==> src/verilog/cse_pkg.sv <==
// Constants for the socket change register bank
package cse_pkg;
    // Socket register offsets, relative to the socket base address
    localparam logic [5:0] OFF_FLAGS = 6'h00;
    localparam logic [5:0] OFF_ENABLES = 6'h04;
    localparam logic [5:0] OFF_STATE = 6'h08;
    localparam logic [5:0] OFF_INJECT = 6'h0C;
    localparam logic [5:0] OFF_CONTROL = 6'h10;
    localparam logic [5:0] OFF_RSVD_LO = 6'h14;
    localparam logic [5:0] OFF_RSVD_HI = 6'h1C;
    localparam logic [5:0] OFF_POWER = 6'h20;
    // Configuration offset of the socket base address register
    localparam logic [7:0] CFG_SOCKET_BAR = 8'h10;
    // Flag and enable field positions
    localparam int BIT_CSTS = 0;
    localparam int BIT_CD1 = 1;
    localparam int BIT_CD2 = 2;
    localparam int BIT_PWR = 3;
    localparam int FLAG_W = 4;
    // Present-state field positions
    localparam int ST_CSTS = 0;
    localparam int ST_CD1 = 1;
    localparam int ST_CD2 = 2;
    localparam int ST_PWR = 3;
    localparam int ST_CBCARD = 5;
    localparam int ST_16CARD = 4;
    localparam int ST_3VSOCK = 29;
    localparam int ST_5VSOCK = 28;
    // Reset values
    localparam logic [31:0] RST_FLAGS = 32'h0000_0000;
    localparam logic [3:0] RST_ENABLES = 4'h0;
    localparam logic [31:0] RST_CONTROL = 32'h0000_0000;
    localparam logic [31:0] RST_POWER = 32'h0000_0000;
    // Card detect enable pair value that arms detect events
    localparam logic [1:0] DETECT_EN_ON = 2'h3;
    localparam logic [1:0] DETECT_EN_OFF = 2'h0;
    // Kind of card in the socket
    typedef enum logic [1:0] {
        CSE_CARD_NONE,
        CSE_CARD_CB,
        CSE_CARD_16
    } cse_card_e;
endpackage : cse_pkg

==> src/verilog/cse_change_detect.sv <==
// Change detector for the monitored socket status lines
`timescale 1ns/100ps
`default_nettype none
module cse_change_detect (
    input wire logic core_clk,
    input wire logic rst,
    input wire logic card_status_change_signal,
    input wire logic detect_one_status,
    input wire logic detect_two_status,
    input wire logic power_cycle_status,
    input wire logic cardbus_card,
    input wire logic rearm,
    output logic [3:0] change_pulse
);
    logic csts_q;
    logic cd1_q;
    logic cd2_q;
    logic pwr_q;

    always_ff @(posedge core_clk or posedge rst) begin
        if (rst) begin
            csts_q <= 1'b0;
            cd1_q <= 1'b0;
            cd2_q <= 1'b0;
            pwr_q <= 1'b0;
        end else if (rearm) begin
            // Forget history so a steady asserted level reports again
            csts_q <= 1'b0;
            cd1_q <= 1'b0;
            cd2_q <= 1'b0;
            pwr_q <= 1'b0;
        end else begin
            csts_q <= card_status_change_signal;
            cd1_q <= detect_one_status;
            cd2_q <= detect_two_status;
            pwr_q <= power_cycle_status;
        end
    end

    always_comb begin
        // RULE14 CardBus rising edge
        // RULE15 16-bit both edges
        if (cardbus_card) begin
            change_pulse[cse_pkg::BIT_CSTS] = card_status_change_signal & ~csts_q;
        end else begin
            change_pulse[cse_pkg::BIT_CSTS] = card_status_change_signal ^ csts_q;
        end
        // RULE13 first detect change
        change_pulse[cse_pkg::BIT_CD1] = detect_one_status ^ cd1_q;
        // RULE12 second detect change
        change_pulse[cse_pkg::BIT_CD2] = detect_two_status ^ cd2_q;
        // RULE11 power cycle change
        change_pulse[cse_pkg::BIT_PWR] = power_cycle_status ^ pwr_q;
    end
endmodule : cse_change_detect
`default_nettype wire

==> src/verilog/cse_socket_regs.sv <==
// Socket register bank: change flags, enables, state, inject, control, power
//
// Operation
// RULE1 - Five 32-bit registers behind socket base
// RULE2 - Decode fixed offsets from socket base
// RULE3 - Extra power control register at 20h
// RULE4 - PME selects which reset clears context
// RULE5 - Flags mark change only, state separate
// RULE6 - Write one clears flag, zero keeps
// RULE7 - Inject write sets matching flag
// RULE8 - Bus reset clears, rearm after card reset
// RULE9 - Software clears flags before enabling interrupts
// RULE10 - Flag bits 31 to 4 read zero
// RULE11 - Power cycle change sets bit 3
// RULE12 - Second detect change sets bit 2
// RULE13 - First detect change sets bit 1
// RULE14 - CardBus card: rising edge sets bit 0
// RULE15 - 16-bit card: both edges set bit 0
// RULE16 - Enables gate interrupt, never the flags
// RULE17 - Detect enable active only at 11
// RULE18 - Interrupt while enabled flag stands
`timescale 1ns/100ps
`default_nettype none
module cse_socket_regs #(
    parameter int ADDR_W = 6
) (
    input wire logic core_clk,
    input wire logic rst,
    input wire logic global_reset_n,
    input wire logic bus_reset_n,
    input wire logic pme_enable,
    input wire logic card_reset_release,
    input wire logic reg_sel,
    input wire logic reg_wr,
    input wire logic reg_rd,
    input wire logic [ADDR_W-1:0] reg_addr,
    input wire logic [31:0] reg_wdata,
    input wire logic [3:0] reg_be,
    input wire logic card_status_change_signal,
    input wire logic detect_one_status,
    input wire logic detect_two_status,
    input wire logic power_cycle_status,
    input wire logic cardbus_card,
    input wire logic pc16_card,
    output logic [31:0] reg_rdata,
    output logic reg_ack,
    output logic status_change_interrupt,
    output logic [31:0] control_out,
    output logic [31:0] power_out
);
    ////////////////////////////////////////////////////////////////////////
    // Elaboration checks

    initial begin
        if (ADDR_W < 6) begin
            $error("ADDR_W must reach offset 20h");
        end
        if (ADDR_W > 32) begin
            $error("ADDR_W wider than a bus address");
        end
        if (cse_pkg::FLAG_W != 4) begin
            $error("Flag logic is built for four flags");
        end
        if (cse_pkg::BIT_CD2 != cse_pkg::BIT_CD1 + 1) begin
            $error("Detect enable pair must be adjacent");
        end
        if (cse_pkg::BIT_PWR >= cse_pkg::FLAG_W) begin
            $error("Flag position out of range");
        end
        if (cse_pkg::OFF_POWER <= cse_pkg::OFF_RSVD_HI) begin
            $error("Power register overlaps reserved range");
        end
        if (cse_pkg::ST_CBCARD >= cse_pkg::ST_5VSOCK) begin
            $error("Card type bits overlap socket bits");
        end
        if (cse_pkg::ST_16CARD == cse_pkg::ST_CBCARD) begin
            $error("Card type bits must differ");
        end
    end

    ////////////////////////////////////////////////////////////////////////
    // Decode

    function automatic logic hit(input logic [ADDR_W-1:0] a, input logic [5:0] off);
        hit = (a[ADDR_W-1:2] == (ADDR_W-2)'(off[5:2]));
    endfunction : hit

    function automatic logic in_range(input logic [ADDR_W-1:0] a, input logic [5:0] lo,
                                      input logic [5:0] hi);
        in_range = (a[ADDR_W-1:2] >= (ADDR_W-2)'(lo[5:2])) &&
                   (a[ADDR_W-1:2] <= (ADDR_W-2)'(hi[5:2]));
    endfunction : in_range

    function automatic logic [31:0] merge(input logic [31:0] old, input logic [31:0] nw,
                                          input logic [3:0] be);
        logic [31:0] r;
        r = old;
        for (int i = 0; i < 4; i++) begin
            if (be[i]) begin
                r[i*8 +: 8] = nw[i*8 +: 8];
            end
        end
        merge = r;
    endfunction : merge

    logic wr_en;
    logic rd_en;
    logic [31:0] wmask;
    logic context_clear;
    logic bus_clear;
    logic [3:0] change_pulse;
    logic [3:0] inject_set;
    logic [3:0] w1c_clear;

    // RULE1 memory space access
    assign wr_en = reg_sel & reg_wr;
    assign rd_en = reg_sel & reg_rd;
    assign wmask = {{8{reg_be[3]}}, {8{reg_be[2]}}, {8{reg_be[1]}}, {8{reg_be[0]}}};

    ////////////////////////////////////////////////////////////////////////
    // Reset sources

    // RULE4 PME chooses reset source
    assign context_clear = ~global_reset_n | (~pme_enable & ~bus_reset_n);
    // RULE8 bus reset clears flags
    assign bus_clear = ~bus_reset_n | ~global_reset_n;

    ////////////////////////////////////////////////////////////////////////
    // Register selects

    logic sel_flags;
    logic sel_enables;
    logic sel_state;
    logic sel_inject;
    logic sel_control;
    logic sel_rsvd;
    logic sel_power;
    logic wr_flags;
    logic wr_enables;
    logic wr_inject;
    logic wr_control;
    logic wr_power;

    // RULE2 one select per offset
    assign sel_flags = hit(reg_addr, cse_pkg::OFF_FLAGS);
    assign sel_enables = hit(reg_addr, cse_pkg::OFF_ENABLES);
    assign sel_state = hit(reg_addr, cse_pkg::OFF_STATE);
    assign sel_inject = hit(reg_addr, cse_pkg::OFF_INJECT);
    assign sel_control = hit(reg_addr, cse_pkg::OFF_CONTROL);
    assign sel_rsvd = in_range(reg_addr, cse_pkg::OFF_RSVD_LO, cse_pkg::OFF_RSVD_HI);
    assign sel_power = hit(reg_addr, cse_pkg::OFF_POWER);

    // Writes land only on writable registers
    assign wr_flags = wr_en & sel_flags;
    assign wr_enables = wr_en & sel_enables;
    assign wr_inject = wr_en & sel_inject;
    assign wr_control = wr_en & sel_control;
    assign wr_power = wr_en & sel_power;

    ////////////////////////////////////////////////////////////////////////
    // Change detection

    cse_change_detect u_detect (
        .core_clk(core_clk),
        .rst(rst),
        .card_status_change_signal(card_status_change_signal),
        .detect_one_status(detect_one_status),
        .detect_two_status(detect_two_status),
        .power_cycle_status(power_cycle_status),
        .cardbus_card(cardbus_card),
        // RULE8 rearm on card reset exit
        .rearm(card_reset_release),
        .change_pulse(change_pulse)
    );

    ////////////////////////////////////////////////////////////////////////
    // Change flags

    logic [3:0] flags_q;
    logic [3:0] flags_d;
    logic [3:0] flag_set;

    // RULE7 inject sets flags
    assign inject_set = wr_inject ?
                        (reg_wdata[3:0] & wmask[3:0]) : 4'h0;
    // RULE6 write one clears
    assign w1c_clear = wr_flags ?
                       (reg_wdata[3:0] & wmask[3:0]) : 4'h0;
    // RULE16 set sources ignore enables
    assign flag_set = change_pulse | inject_set;

    always_comb begin
        // Set beats clear in the same cycle
        // RULE5 flags record change only
        flags_d = (flags_q & ~w1c_clear) | flag_set;
    end

    always_ff @(posedge core_clk or posedge rst) begin
        if (rst) begin
            flags_q <= cse_pkg::RST_FLAGS[3:0];
        end else if (bus_clear) begin
            // RULE8 flags cleared by bus reset
            flags_q <= cse_pkg::RST_FLAGS[3:0];
        end else begin
            flags_q <= flags_d;
        end
    end

    ////////////////////////////////////////////////////////////////////////
    // Enables, control and power

    logic [3:0] enables_q;
    logic [31:0] enables_wr;
    logic [31:0] control_q;
    logic [31:0] power_q;

    // Enables live in byte lane 0 only
    assign enables_wr = merge({28'h0000000, enables_q}, reg_wdata, reg_be);

    always_ff @(posedge core_clk or posedge rst) begin
        if (rst) begin
            enables_q <= cse_pkg::RST_ENABLES;
        end else if (context_clear) begin
            enables_q <= cse_pkg::RST_ENABLES;
        end else if (wr_enables) begin
            enables_q <= enables_wr[3:0];
        end
    end

    always_ff @(posedge core_clk or posedge rst) begin
        if (rst) begin
            control_q <= cse_pkg::RST_CONTROL;
        end else if (context_clear) begin
            control_q <= cse_pkg::RST_CONTROL;
        end else if (wr_control) begin
            control_q <= merge(control_q, reg_wdata, reg_be);
        end
    end

    // RULE3 power control register
    always_ff @(posedge core_clk or posedge rst) begin
        if (rst) begin
            power_q <= cse_pkg::RST_POWER;
        end else if (context_clear) begin
            power_q <= cse_pkg::RST_POWER;
        end else if (wr_power) begin
            power_q <= merge(power_q, reg_wdata, reg_be);
        end
    end

    ////////////////////////////////////////////////////////////////////////
    // Interrupt

    logic [3:0] armed;
    always_comb begin
        armed = enables_q;
        // RULE17 detect pair needs 11
        if (enables_q[cse_pkg::BIT_CD2:cse_pkg::BIT_CD1] != cse_pkg::DETECT_EN_ON) begin
            armed[cse_pkg::BIT_CD2:cse_pkg::BIT_CD1] = cse_pkg::DETECT_EN_OFF;
        end
    end

    // RULE18 enabled flag raises interrupt
    always_ff @(posedge core_clk or posedge rst) begin
        if (rst) begin
            status_change_interrupt <= 1'b0;
        end else begin
            status_change_interrupt <= |(flags_d & armed) & ~bus_clear;
        end
    end

    always_ff @(posedge core_clk or posedge rst) begin
        if (rst) begin
            control_out <= cse_pkg::RST_CONTROL;
        end else begin
            control_out <= control_q;
        end
    end

    always_ff @(posedge core_clk or posedge rst) begin
        if (rst) begin
            power_out <= cse_pkg::RST_POWER;
        end else begin
            power_out <= power_q;
        end
    end

    ////////////////////////////////////////////////////////////////////////
    // Read path

    logic [31:0] state_word;
    logic [31:0] rd_word;

    // RULE5 current state readable
    always_comb begin
        state_word = 32'h0000_0000;
        state_word[cse_pkg::ST_CSTS] = card_status_change_signal;
        state_word[cse_pkg::ST_CD1] = detect_one_status;
        state_word[cse_pkg::ST_CD2] = detect_two_status;
        state_word[cse_pkg::ST_PWR] = power_cycle_status;
        state_word[cse_pkg::ST_16CARD] = pc16_card;
        state_word[cse_pkg::ST_CBCARD] = cardbus_card;
        state_word[cse_pkg::ST_3VSOCK] = 1'b1;
        state_word[cse_pkg::ST_5VSOCK] = 1'b1;
    end

    // RULE2 offset decode
    always_comb begin
        rd_word = 32'h0000_0000;
        if (sel_flags) begin
            // RULE10 upper bits zero
            rd_word = {28'h0000000, flags_q};
        end else if (sel_enables) begin
            rd_word = {28'h0000000, enables_q};
        end else if (sel_state) begin
            rd_word = state_word;
        end else if (sel_control) begin
            rd_word = control_q;
        end else if (sel_power) begin
            rd_word = power_q;
        end else if (sel_inject || sel_rsvd) begin
            // Write-only and reserved offsets read zero
            rd_word = 32'h0000_0000;
        end
    end

    ////////////////////////////////////////////////////////////////////////
    // Bus answer

    always_ff @(posedge core_clk or posedge rst) begin
        if (rst) begin
            reg_rdata <= 32'h0000_0000;
        end else begin
            reg_rdata <= rd_en ? rd_word : 32'h0000_0000;
        end
    end

    // One acknowledge for every taken access
    always_ff @(posedge core_clk or posedge rst) begin
        if (rst) begin
            reg_ack <= 1'b0;
        end else begin
            reg_ack <= rd_en | wr_en;
        end
    end
endmodule : cse_socket_regs
`default_nettype wire

==> config.mk <==
export PLATFORM = sky130hd
export DESIGN_NAME = cse_socket_regs
export DESIGN_NICKNAME = d
export VERILOG_FILES = /design/src/verilog/cse_pkg.sv /design/src/verilog/cse_change_detect.sv /design/src/verilog/cse_socket_regs.sv
export SDC_FILE = /design/constraint.sdc
export NUM_CORES = 1
export LEC_CHECK = 0
export BUFFER_PORTS_ARGS = -buffer_cell sky130_fd_sc_hd__buf_2
export CELL_PAD_IN_SITES_DETAIL_PLACEMENT = 1
export CELL_PAD_IN_SITES_GLOBAL_PLACEMENT = 1
export CORE_UTILIZATION = 45
export DETAILED_ROUTE_END_ITERATION = 10
export PLACE_DENSITY_LB_ADDON = 0.12
export SYNTH_ARGS = -nofsm -noshare
export SYNTH_HDL_FRONTEND = slang
export SYNTH_SLANG_ARGS = --single-unit
==> constraint.sdc <==
create_clock -name core_clk -period 16.8 [get_ports core_clk]
set_clock_uncertainty 0.15 [all_clocks]
set_input_delay 2.52 -clock core_clk [delete_from_list [all_inputs] [get_ports core_clk]]
set_output_delay 2.52 -clock core_clk [all_outputs]
set_load 0.01 [all_outputs]
==> results.py, run 1 <==
metrics = {
    "power_and_ir_drop": {
        "p_int_mw": 0.7116,
        "power.share.switching_pct": 23.93,
        "combinationalPowerShare_pct": 8.2,
        "static-leakage-power_nw": 3.860,
        "clock_power_share_pct": 42.8,
        "finalPower_mw": 0.9354,
        "netSwitchingPower_mw": 0.2239,
        "ir_worst_vdd_mv": 0.08103,
        "seq_power_share_pct": 49.0,
        "power.density_cell_area_nw_per_um2": 120.0,
    },
    "worst_setup_path": {
        "path_class": "input pin to register",
        "cp_max_fo": 32,
        "cp.required_ns": 16.92,
        "critical_path.max_stage_delay_ns": 0.56,
        "startpoint_type": "input pin",
        "cp_bufs_invs": 1,
        "depth_of_the_critical_timing_path_with_buffers_and_inverters_included": 6,
        "arrival_ns": 4.17,
        "critPathSlowestCell": "sky130_fd_sc_hd__and2_4",
        "critPathCaptureType": "register",
        "path_delay_family": "simple AND/OR/NAND/NOR gates",
        "r2r.worst_path.cells": 6,
        "path_cells": "buf_2, nor2b_2, and2_4, a21oi_2, nand2_1, o21ai_1",
    },
    "clock_tree": {
        "cts-resized-gates": 0,
        "hold_fix_buffers_at_cts": 0,
        "cts.sink_count": 174,
        "cts_root_buffer": "sky130_fd_sc_hd__clkbuf_16",
        "h-tree-depth": 4,
        "number_of_buffers_created_by_cts": 17,
        "clkSlewWorstSetupHoldPaths_ns": 0.06,
        "clkLatencyLatePin_ns": 0.43,
        "cts_tree": "yes",
        "clock_tree.buffer_depth": 2,
        "post-cts-setup-buffers": 0,
    },
    "outcome": {
        "run_status": "complete, no violations",
    },
    "synth": {
        "syn-cell-area_um2": 6362,
        "number_of_cells_produced_by_synthesis": 515,
        "synth_fp_nets": 573,
        "post_synth_top_area_cell": "sky130_fd_sc_hd__dfrtp_1",
        "yosys_register_bits": 174,
        "syn-mean-instance-area_um2": 12.35,
        "synthDistinctLibCells": 44,
        "synth_flop_cell": "sky130_fd_sc_hd__dfrtp_1",
        "synth_largest_type_area_fraction_pct": 68.44,
        "synth_top_cells_by_area": "sky130_fd_sc_hd__dfrtp_1, sky130_fd_sc_hd__nand2_1, sky130_fd_sc_hd__o21ai_1, sky130_fd_sc_hd__a22oi_1, sky130_fd_sc_hd__a31oi_4",
        "ys_async_sr_fraction_pct": 100.0,
        "synth_enable_flop_cells": 0,
        "share_of_synthesized_area_occupied_by_flip_flops_and_latches_pct": 68.44,
        "synth.yosys.warnings": 0,
    },
    "routing": {
        "vias": 4457,
        "route.detailed.drc": 0,
        "wl_um": 15830,
        "wl_met2_um": 8409,
        "dr.max_layer_used": "met4",
        "first_iter_violations": 205,
        "drt_pass1_iterations": 5,
        "drt.antenna.violating_nets": 0,
        "avgRoutedWirePerCell_um": 18.44,
        "detail_route.wirelength.met1_um": 6502,
        "wl_met3_um": 601,
        "via_per_instance_ratio": 5.195,
    },
    "timing": {
        "timing_max_transition_violations_final": 0,
        "maxClockFrequency_ghz": 0.2469,
        "tns_ns": 0,
        "finalSetupViolations": 0,
        "final.period_utilization_pct": 24.11,
        "grt_setup_unrepaired": "no",
        "final_hold_viol_count": 0,
        "max_slew_margin_pct": 23.78,
        "final_period_minus_worst_setup_slack_ns": 4.050,
        "worst_pin_slew_ns": 1.143,
    },
    "global_routing": {
        "via_count_of_the_first_global_routing_pass": 4718,
        "antenna_found_initial": 0,
        "grt.overflow.total": 0,
        "grt_max_degree": 104,
        "global_route.usage.total_pct": 23.00,
        "grt_first_pass_wirelength_um": 24830,
    },
    "final_layout": {
        "area_growth_pct": 22.52,
        "antennaDiodeCount": 0,
        "drive_gt1_share_pct": 32.89,
        "final.fill_count": 1502,
        "num-nets-final": 723,
    },
    "floorplan": {
        "std_cell_rows": 43,
        "fp.dieArea_um2": 14620,
        "fp.dieW_um": 120.9,
        "die_outline_height_um": 120.9,
        "io-pin-count": 155,
        "start_util_pct": 46.01,
        "core-area_um2": 13830,
    },
    "worst_hold_path": {
        "worst_hold_path.num_cells": 0,
        "min_path_type": "register to register",
    },
    "job": {
        "cap_violations": 0,
    },
    "placement": {
        "placement.io_buffers": 152,
        "place.gp.congestion": 0.8142,
        "dp_hpwl_um": 10180,
    },
}
-- metal layers --
metal | GRT usage (%) | vias up
li1 | - | 2055
met1 | 27.71 | 2263
met2 | 40.75 | 118
met3 | 4.652 | 21
met4 | 8.179 | 0
met5 | 0 | -
-- placed cells by master, fill, tap and decap left out, types with 5 or more instances in the layout --
master and count:
sky130_fd_sc_hd__a21oi_1 7, sky130_fd_sc_hd__a22oi_1 22, sky130_fd_sc_hd__a22oi_2 10, sky130_fd_sc_hd__a31oi_4 6, sky130_fd_sc_hd__buf_2 152, sky130_fd_sc_hd__clkbuf_16 17
sky130_fd_sc_hd__dfrtp_1 174, sky130_fd_sc_hd__nand2_1 110, sky130_fd_sc_hd__nand3_1 5, sky130_fd_sc_hd__nor2_1 24, sky130_fd_sc_hd__nor2_2 11, sky130_fd_sc_hd__nor2b_1 7
sky130_fd_sc_hd__o21ai_0 6, sky130_fd_sc_hd__o21ai_1 64
-- synthesized netlist by cell type, types with 2 or more instances --
library cell,instances
sky130_fd_sc_hd__a21oi_1,7
sky130_fd_sc_hd__o21ai_0,6
sky130_fd_sc_hd__o21a_1,2
sky130_fd_sc_hd__xor2_1,3
sky130_fd_sc_hd__nor2_1,24
sky130_fd_sc_hd__o31ai_1,3
sky130_fd_sc_hd__buf_8,2
sky130_fd_sc_hd__mux2i_1,4
sky130_fd_sc_hd__a22oi_1,22
sky130_fd_sc_hd__buf_2,7
sky130_fd_sc_hd__nor2b_1,7
sky130_fd_sc_hd__o21ai_1,65
sky130_fd_sc_hd__a221oi_1,4
sky130_fd_sc_hd__buf_4,3
sky130_fd_sc_hd__a22oi_2,10
sky130_fd_sc_hd__dfrtp_1,174
sky130_fd_sc_hd__nand3_1,5
sky130_fd_sc_hd__nor3_1,3
sky130_fd_sc_hd__and2_4,2
sky130_fd_sc_hd__nand2_1,110
sky130_fd_sc_hd__nor2b_2,2
sky130_fd_sc_hd__clkbuf_1,5
sky130_fd_sc_hd__nor2_2,11
sky130_fd_sc_hd__inv_1,4
sky130_fd_sc_hd__buf_6,5
sky130_fd_sc_hd__and2_1,2
sky130_fd_sc_hd__a31oi_4,6
-- layout make-up --
cell class | instances | area [um2] | share of cell area [%]
sequential | 174 | 4354 | 55.86
multi-input combinational | 312 | 1807 | 23.18
timing repair buffer | 155 | 783.3 | 10.05
clock buffer | 23 | 467.9 | 6.003
tap | 180 | 225.2 | 2.889
clock inverter | 9 | 133.9 | 1.717
inverter | 5 | 23.77 | 0.3050
-- worst paths after layout --
| path | endpoint | slack [ns] | startpoint |
|---|---|---|---|
| max in group asynchronous | reg_rdata[19]$_DFF_PP0_ | 12.91 | rst |
| min in group asynchronous | power_q[7]$_DFFE_PP0P_ | 2.09 | rst |
| worst min register to register | power_out[27]$_DFF_PP0_ | 0.25 | power_q[27]$_DFFE_PP0P_ |
| worst max register to register | status_change_interrupt$_DFF_PP0_ | 15.29 | u_detect.csts_q$_DFF_PP0_ |
| worst min-delay path | power_out[27]$_DFF_PP0_ | 0.25 | power_q[27]$_DFFE_PP0P_ |
| worst max-delay path | power_q[7]$_DFFE_PP0P_ | 12.75 | reg_addr[5] |
-- power groups by stage --
stage | Sequential (mW) | Combinational, mW | Clock (mW)
CTS | 0.459 | 0.0785 | 0.406
detailed placement | 0.466 | 0.0776 | 0
global route | 0.461 | 0.0852 | 0.423
global placement | 0.464 | 0.0748 | 0
finish | 0.458 | 0.0769 | 0.400
floorplan | 0.469 | 0.0380 | 0
-- per-stage QoR --
stage          std cells  setup slack [ns]  instance area, um2  util, %  hold WS (ns)
5_1_grt              858             12.62                7795    56.38        0.2628
6_report             858             12.75                7795    56.38        0.2509
4_1_cts              858             12.74                7795    56.38        0.2555
3_3_place_gp         826             12.41                7193    52.02        0.2328
2_1_floorplan        515             9.413                6362        -        0.2235
3_5_place_dp         826             12.34                7193    52.02        0.2357
-- flip-flops by register name, summed over array words and instances (netlist names) --
signal and cells:
control_out 32, control_q 32, power_out 32, power_q 32, reg_rdata 32, enables_q 4, flags_q 4, reg_ack 1
status_change_interrupt 1, u_detect.cd1_q 1, u_detect.cd2_q 1, u_detect.csts_q 1, u_detect.pwr_q 1
-- cells by family after synthesis --
family / count (synthesis) / share of synthesized area (%)
DFF: 174 / 68.44
and+or+nand+nor: 171 / 11.96
AOI/OAI and AO/OA: 133 / 15.14
buffers and inverters: 29 / 3.225
muxes: 4 / 0.6293
xor gates and xnor gates: 3 / 0.4131
adders and majority gates: 1 / 0.1966
Note: power is estimated with default switching activity, not from simulation.
==> inputs of run 2 (changes only) <==
--- a/config.mk
+++ b/config.mk
@@ -5,10 +5,11 @@
 export SDC_FILE = /design/constraint.sdc
 export NUM_CORES = 1
 export LEC_CHECK = 0
+export ABC_AREA = 1
 export BUFFER_PORTS_ARGS = -buffer_cell sky130_fd_sc_hd__buf_2
 export CELL_PAD_IN_SITES_DETAIL_PLACEMENT = 1
 export CELL_PAD_IN_SITES_GLOBAL_PLACEMENT = 1
-export CORE_UTILIZATION = 45
+export CORE_UTILIZATION = 41
 export DETAILED_ROUTE_END_ITERATION = 10
 export PLACE_DENSITY_LB_ADDON = 0.12
 export SYNTH_ARGS = -nofsm -noshare
==> constraint.sdc (replaced) <==
create_clock -name core_clk -period 4 [get_ports core_clk]
set_clock_uncertainty 0.15 [all_clocks]
set_input_delay 0.6 -clock core_clk [delete_from_list [all_inputs] [get_ports core_clk]]
set_output_delay 0.6 -clock core_clk [all_outputs]
set_load 0.01 [all_outputs]
==> results.py, run 2 <==
metrics = {
    "outcome": {
        "run_status": "complete, no violations",
    },
    "power_and_ir_drop": {
        "power.density_cell_area_nw_per_um2": 506.4,
        "finalPower_mw": 4.128,
        "power.share.switching_pct": 26.41,
        "p_int_mw": 3.037,
        "seq_power_share_pct": 49.0,
        "netSwitchingPower_mw": 1.090,
        "static-leakage-power_nw": 4.301,
        "ir_worst_vdd_mv": 0.2758,
        "combinationalPowerShare_pct": 10.9,
        "clock_power_share_pct": 40.0,
    },
    "routing": {
        "route.detailed.drc": 0,
        "vias": 4933,
        "drt_pass1_iterations": 4,
        "first_iter_violations": 186,
        "wl_um": 17020,
        "drt.antenna.violating_nets": 0,
        "avgRoutedWirePerCell_um": 16.23,
        "via_per_instance_ratio": 4.703,
    },
    "global_routing": {
        "via_count_of_the_first_global_routing_pass": 5399,
        "grt_first_pass_wirelength_um": 27690,
        "global_route.usage.total_pct": 22.14,
        "grt_max_degree": 175,
        "antenna_found_initial": 0,
        "grt.overflow.total": 0,
    },
    "final_layout": {
        "layout.cells.most_common": "sky130_fd_sc_hd__dfrtp_1",
        "final.fill_count": 1876,
        "area_growth_pct": 22.81,
        "mostFrequentLayoutCells": "sky130_fd_sc_hd__dfrtp_1, sky130_fd_sc_hd__nand2_1, sky130_fd_sc_hd__buf_2, sky130_fd_sc_hd__inv_1, sky130_fd_sc_hd__o21ai_0",
        "final_cells": 1049,
        "num-nets-final": 878,
        "final_util_pct": 51.50,
        "antennaDiodeCount": 0,
        "drive_gt1_share_pct": 25.09,
    },
    "floorplan": {
        "fp.dieArea_um2": 16700,
        "io-pin-count": 155,
        "core-area_um2": 15830,
        "fp.dieW_um": 129.2,
        "die_outline_height_um": 129.2,
        "start_util_pct": 41.94,
        "std_cell_rows": 46,
    },
    "timing": {
        "fin_hold_ws_ns": 0.1846,
        "final_hold_viol_count": 0,
        "final_period_minus_worst_setup_slack_ns": 2.186,
        "worst_pin_slew_ns": 1.008,
        "grt_setup_unrepaired": "no",
        "finalSetupViolations": 0,
        "maxClockFrequency_ghz": 0.4575,
        "timing_max_transition_violations_final": 0,
        "final.period_utilization_pct": 54.64,
        "tns_ns": 0,
        "max_slew_margin_pct": 32.37,
    },
    "placement": {
        "dp_hpwl_um": 11510,
        "placement.io_buffers": 152,
        "numPlacedInstances": 1017,
        "place.gp.congestion": 0.8511,
    },
    "synth": {
        "synth_enable_flop_cells": 0,
        "ys_async_sr_fraction_pct": 100.0,
        "syn-cell-area_um2": 6638,
        "yosys_register_bits": 174,
        "post_synth_most_frequent_cells": "sky130_fd_sc_hd__dfrtp_1, sky130_fd_sc_hd__nand2_1, sky130_fd_sc_hd__inv_1, sky130_fd_sc_hd__o21ai_0, sky130_fd_sc_hd__nor2_1",
        "synth_largest_type_area_fraction_pct": 65.60,
        "syn-mean-instance-area_um2": 10.01,
        "synth_fp_nets": 721,
        "synth_top_cells_by_area": "sky130_fd_sc_hd__dfrtp_1, sky130_fd_sc_hd__nand2_1, sky130_fd_sc_hd__inv_1, sky130_fd_sc_hd__o21ai_0, sky130_fd_sc_hd__nor2_1",
        "synth.yosys.warnings": 0,
        "number_of_cells_produced_by_synthesis": 663,
        "synthDistinctLibCells": 25,
        "top_count_cell_post_synth": "sky130_fd_sc_hd__dfrtp_1",
        "post_synth_top_area_cell": "sky130_fd_sc_hd__dfrtp_1",
        "share_of_synthesized_area_occupied_by_flip_flops_and_latches_pct": 65.60,
        "synth_flop_cell": "sky130_fd_sc_hd__dfrtp_1",
    },
    "clock_tree": {
        "clkSlewWorstSetupHoldPaths_ns": 0.06,
        "cts.sink_count": 174,
        "hold_fix_buffers_at_cts": 0,
        "post-cts-setup-buffers": 0,
        "h-tree-depth": 4,
        "cts-resized-gates": 0,
        "clkLatencyLatePin_ns": 0.43,
        "cts_root_buffer": "sky130_fd_sc_hd__clkbuf_16",
        "clock_tree.buffer_depth": 2,
        "cts_tree": "yes",
        "number_of_buffers_created_by_cts": 17,
    },
    "worst_setup_path": {
        "path_class": "input pin to register",
        "critPathCaptureType": "register",
        "r2r_setup_slack_ns": 2.51,
        "cp_max_fo": 26,
        "arrival_ns": 2.33,
        "cp.required_ns": 4.14,
        "startpoint_type": "input pin",
    },
    "worst_hold_path": {
        "min_path_type": "input pin to async pin",
    },
    "job": {
        "cap_violations": 0,
    },
}
-- run 2: cell count changes after synthesis, moves of 24 or more --
cell and change:
sky130_fd_sc_hd__inv_1 +114, sky130_fd_sc_hd__o21ai_0 +71, sky130_fd_sc_hd__o21ai_1 -65, sky130_fd_sc_hd__nand2_1 +43, sky130_fd_sc_hd__nor2_1 +25, sky130_fd_sc_hd__a21oi_1 +24
-- run 2: worst paths after layout --
kind | from | to | cells after the start
max | reg_addr[4] | reg_rdata[19]$_DFF_PP0_ | 7
min | rst | reg_rdata[22]$_DFF_PP0_ | 3
max reg2reg | u_detect.csts_q$_DFF_PP0_ | status_change_interrupt$_DFF_PP0_ | 9
min reg2reg | power_q[29]$_DFFE_PP0P_ | power_out[29]$_DFF_PP0_ | 0
max in group asynchronous | rst | control_q[13]$_DFFE_PP0P_ | 3
min in group core_clk | power_q[29]$_DFFE_PP0P_ | power_out[29]$_DFF_PP0_ | 0
-- run 2: through the flow --
step	instance area [um2]	setup slack [ns]
after floorplan	6641	1.025
after global placement	7562	1.386
after detailed placement	7562	1.313
after CTS	8152	1.776
after global routing	8152	1.581
final	8152	1.814
-- run 2: final cells by class --
| class | instances | area (um2) | area share (%) |
|---|---|---|---|
| flip-flops and latches | 174 | 4354 | 53.42 |
| multi-input cells | 349 | 1673 | 20.52 |
| repair buffers | 156 | 803.3 | 9.854 |
| inverters | 122 | 461.7 | 5.664 |
| clock buffers | 20 | 456.7 | 5.602 |
| well taps | 216 | 270.3 | 3.315 |
| clock inverters | 12 | 132.6 | 1.627 |
-- run 2: power groups by stage --
| stage | clock network, mW | logic [mW] | registers, mW |
|---|---|---|---|
| 2_1_floorplan | 0 | 0.232 | 2.08 |
| 3_3_place_gp | 0 | 0.440 | 2.05 |
| 3_5_place_dp | 0 | 0.459 | 2.06 |
| 4_1_cts | 1.68 | 0.463 | 2.03 |
| 5_1_grt | 1.75 | 0.514 | 2.04 |
| 6_report | 1.65 | 0.452 | 2.02 |
-- run 2: routing by layer --
| metal | routed length (um) | track usage [%] | up-vias | part of all wire (%) |
|---|---|---|---|---|
| li1 | - | - | 2342 | - |
| met3 | 613 | 4.088 | 31 | 3.6 |
| met4 | 412 | 9.896 | 0 | 2.4 |
| met1 | 7317 | 27.16 | 2440 | 43 |
| met2 | 8681 | 38.14 | 120 | 51 |
| met5 | 0 | 0 | - | 0 |
-- run 2: logic make-up (layout without fill, tap and decap cells) --
family | count (synthesis) | in the layout | synth area share [%]
adder cells (fa/ha/maj) | 1 | 1 | 0.1885
buffers and inverters | 140 | 310 | 9.199
XOR/XNOR | 3 | 3 | 0.3959
flip-flops | 174 | 174 | 65.60
AO/OA/AOI/OAI | 133 | 133 | 11.93
AND/OR/NAND/NOR | 212 | 212 | 12.69
-- run 2: critical path, cell delays in order --
cell	delay, ns
sky130_fd_sc_hd__buf_2	0.11
sky130_fd_sc_hd__inv_1	0.11
sky130_fd_sc_hd__nor2_1	0.08
sky130_fd_sc_hd__nand2_2	0.19
sky130_fd_sc_hd__clkinv_1	0.83
sky130_fd_sc_hd__nand2_1	0.29
sky130_fd_sc_hd__a21oi_1	0.10
==> inputs of run 3 (changes only) <==
--- a/config.mk
+++ b/config.mk
@@ -9,7 +9,7 @@
 export BUFFER_PORTS_ARGS = -buffer_cell sky130_fd_sc_hd__buf_2
 export CELL_PAD_IN_SITES_DETAIL_PLACEMENT = 1
 export CELL_PAD_IN_SITES_GLOBAL_PLACEMENT = 1
-export CORE_UTILIZATION = 41
+export CORE_UTILIZATION = 37
 export DETAILED_ROUTE_END_ITERATION = 10
 export PLACE_DENSITY_LB_ADDON = 0.12
 export SYNTH_ARGS = -nofsm -noshare
==> constraint.sdc (replaced) <==
create_clock -name core_clk -period 2 [get_ports core_clk]
set_clock_uncertainty 0.15 [all_clocks]
set_input_delay 0.3 -clock core_clk [delete_from_list [all_inputs] [get_ports core_clk]]
set_output_delay 0.3 -clock core_clk [all_outputs]
set_load 0.01 [all_outputs]
==> results.py, run 3 (same netlist as run 2, synthesis figures left out) <==
metrics = {
    "final_layout": {
        "area_growth_pct": 26.37,
        "num-nets-final": 896,
        "layout.cells.most_common": "sky130_fd_sc_hd__dfrtp_1",
        "drive_gt1_share_pct": 25.76,
        "mostFrequentLayoutCells": "sky130_fd_sc_hd__dfrtp_1, sky130_fd_sc_hd__nand2_1, sky130_fd_sc_hd__buf_2, sky130_fd_sc_hd__inv_1, sky130_fd_sc_hd__o21ai_0",
        "antennaDiodeCount": 0,
    },
    "clock_tree": {
        "clkSlewWorstSetupHoldPaths_ns": 0.07,
        "cts_tree": "yes",
        "cts-resized-gates": 0,
        "cts.sink_count": 174,
        "number_of_buffers_created_by_cts": 17,
        "clock_tree.buffer_depth": 2,
        "clkLatencyLatePin_ns": 0.43,
        "h-tree-depth": 4,
        "cts_root_buffer": "sky130_fd_sc_hd__clkbuf_16",
    },
    "power_and_ir_drop": {
        "netSwitchingPower_mw": 2.174,
        "ir_worst_vdd_mv": 0.6022,
        "power.share.switching_pct": 26.11,
        "combinationalPowerShare_pct": 11.3,
        "power.density_cell_area_nw_per_um2": 992.6,
        "finalPower_mw": 8.326,
        "p_int_mw": 6.152,
        "clock_power_share_pct": 40.1,
        "static-leakage-power_nw": 4.404,
        "seq_power_share_pct": 48.6,
    },
    "routing": {
        "wl_um": 17010,
        "first_iter_violations": 156,
        "vias": 4995,
        "avgRoutedWirePerCell_um": 15.83,
        "drt_pass1_iterations": 5,
        "drt.antenna.violating_nets": 0,
        "route.detailed.drc": 0,
        "via_per_instance_ratio": 4.647,
    },
    "global_routing": {
        "grt_first_pass_wirelength_um": 27570,
        "grt.overflow.total": 0,
        "grt_max_degree": 54,
        "global_route.usage.total_pct": 19.78,
        "antenna_found_initial": 0,
        "via_count_of_the_first_global_routing_pass": 5363,
    },
    "job": {
        "cap_violations": 0,
    },
    "placement": {
        "place.gp.congestion": 0.8535,
        "placement.io_buffers": 152,
        "dp_hpwl_um": 12110,
        "dpl_worst_slack_ns": 0.1746,
    },
    "timing": {
        "grt_setup_unrepaired": "no",
        "finalSetupViolations": 0,
        "maxClockFrequency_ghz": 0.5538,
        "max_slew_margin_pct": 61.23,
        "final_period_minus_worst_setup_slack_ns": 1.806,
        "final.period_utilization_pct": 90.29,
        "timing_max_transition_violations_final": 0,
        "worst_pin_slew_ns": 0.5804,
        "setup_ws_ns": 0.1942,
        "tns_ns": 0,
        "final_hold_viol_count": 0,
    },
    "worst_setup_path": {
        "critPathCaptureType": "register",
        "critical_path.max_stage_delay_ns": 0.53,
        "cp_bufs_invs": 2,
        "path_class": "input pin to register",
        "cp_max_fo": 2,
        "path_delay_family": "buffers and inverters",
        "path_cells": "dlygate4sd3_1, buf_2, ha_1, o21ai_0, nor2_1, nand2_1, nand2_1, nand2_1, nor2_1, nor2_1",
        "arrival_ns": 1.99,
        "cp.required_ns": 2.19,
        "critPathSlowestCell": "sky130_fd_sc_hd__dlygate4sd3_1",
        "startpoint_type": "input pin",
    },
    "floorplan": {
        "die_outline_height_um": 135.9,
        "start_util_pct": 38.11,
        "fp.dieArea_um2": 18480,
        "io-pin-count": 155,
        "std_cell_rows": 48,
        "fp.dieW_um": 135.9,
        "core-area_um2": 17420,
    },
    "outcome": {
        "run_status": "complete, no violations",
    },
    "worst_hold_path": {
        "min_path_type": "input pin to register",
    },
}
-- run 3: cell types whose count changed in the layout (fill, tap and decap cells not counted), moves of 3 or more --
cell and change:
sky130_fd_sc_hd__buf_4 +6, sky130_fd_sc_hd__clkinv_2 -3, sky130_fd_sc_hd__dlygate4sd3_1 +7, sky130_fd_sc_hd__buf_12 +5
-- run 3: path summary, 6_finish.rpt --
kind,start,to,slack [ns],cells past startpoint
worst max-delay path,card_status_change_signal,status_change_interrupt$_DFF_PP0_,0.19,10
max in group asynchronous,rst,flags_q[0]$_DFF_PP0_,0.70,4
min in group asynchronous,rst,power_q[21]$_DFFE_PP0P_,0.33,3
worst max register to register,u_detect.csts_q$_DFF_PP0_,status_change_interrupt$_DFF_PP0_,0.40,9
worst min-delay path,global_reset_n,flags_q[1]$_DFF_PP0_,0.05,3
worst min register to register,power_q[29]$_DFFE_PP0P_,power_out[29]$_DFF_PP0_,0.23,0
-- run 3: layout make-up --
class                      instances  area (um2)
clock buffer                      21       470.5
timing repair buffer             174        1018
multi-input combinational        349        1673
tap                              225       281.5
clock inverter                    10       128.9
sequential                       174        4354
inverter                         122       461.7
fill                            2031        9029
-- run 3: what timing repair did --
item                      4_1_cts  5_1_grt
hold endpoints to repair       22        0
buffers inserted                0        0
hold buffers                    7        0
-- run 3: metrics by stage --
| step | hold slack [ns] | util (%) | instances | cell area (um2) |
|---|---|---|---|---|
| global placement | 0.2131 | 44.32 | 1037 | 7719 |
| floorplan | 0.2037 | - | 663 | 6641 |
| detailed placement | 0.2119 | 44.32 | 1037 | 7719 |
| CTS | 0.03608 | 48.16 | 1075 | 8388 |
| finish | 0.04900 | 48.16 | 1075 | 8388 |
| global route | 0.04365 | 48.16 | 1075 | 8388 |
-- run 3: worst min-delay path, cell delays in order --
cell and delay [ns]:
sky130_fd_sc_hd__buf_2 0.12, sky130_fd_sc_hd__nand2_4 0.11, sky130_fd_sc_hd__a21oi_1 0.05
-- run 3: power by group through the flow --
| stage | registers, mW | clock network [mW] | logic, mW |
|---|---|---|---|
| after detailed placement | 4.11 | 0 | 0.947 |
| after global routing | 4.09 | 3.56 | 1.07 |
| after CTS | 4.05 | 3.41 | 0.968 |
| after global placement | 4.10 | 0 | 0.918 |
| final | 4.04 | 3.34 | 0.944 |
| after floorplan | 4.15 | 0 | 0.463 |
-- run 3: layer usage --
metal / vias to the layer above / part of all wire [%] / global-route usage (%)
met3: 23 / 3.8 / 3.952
li1: 2375 / - / -
met5: - / 0 / 0
met1: 2475 / 44 / 23.97
met4: 0 / 2.1 / 7.407
met2: 122 / 50 / 34.61
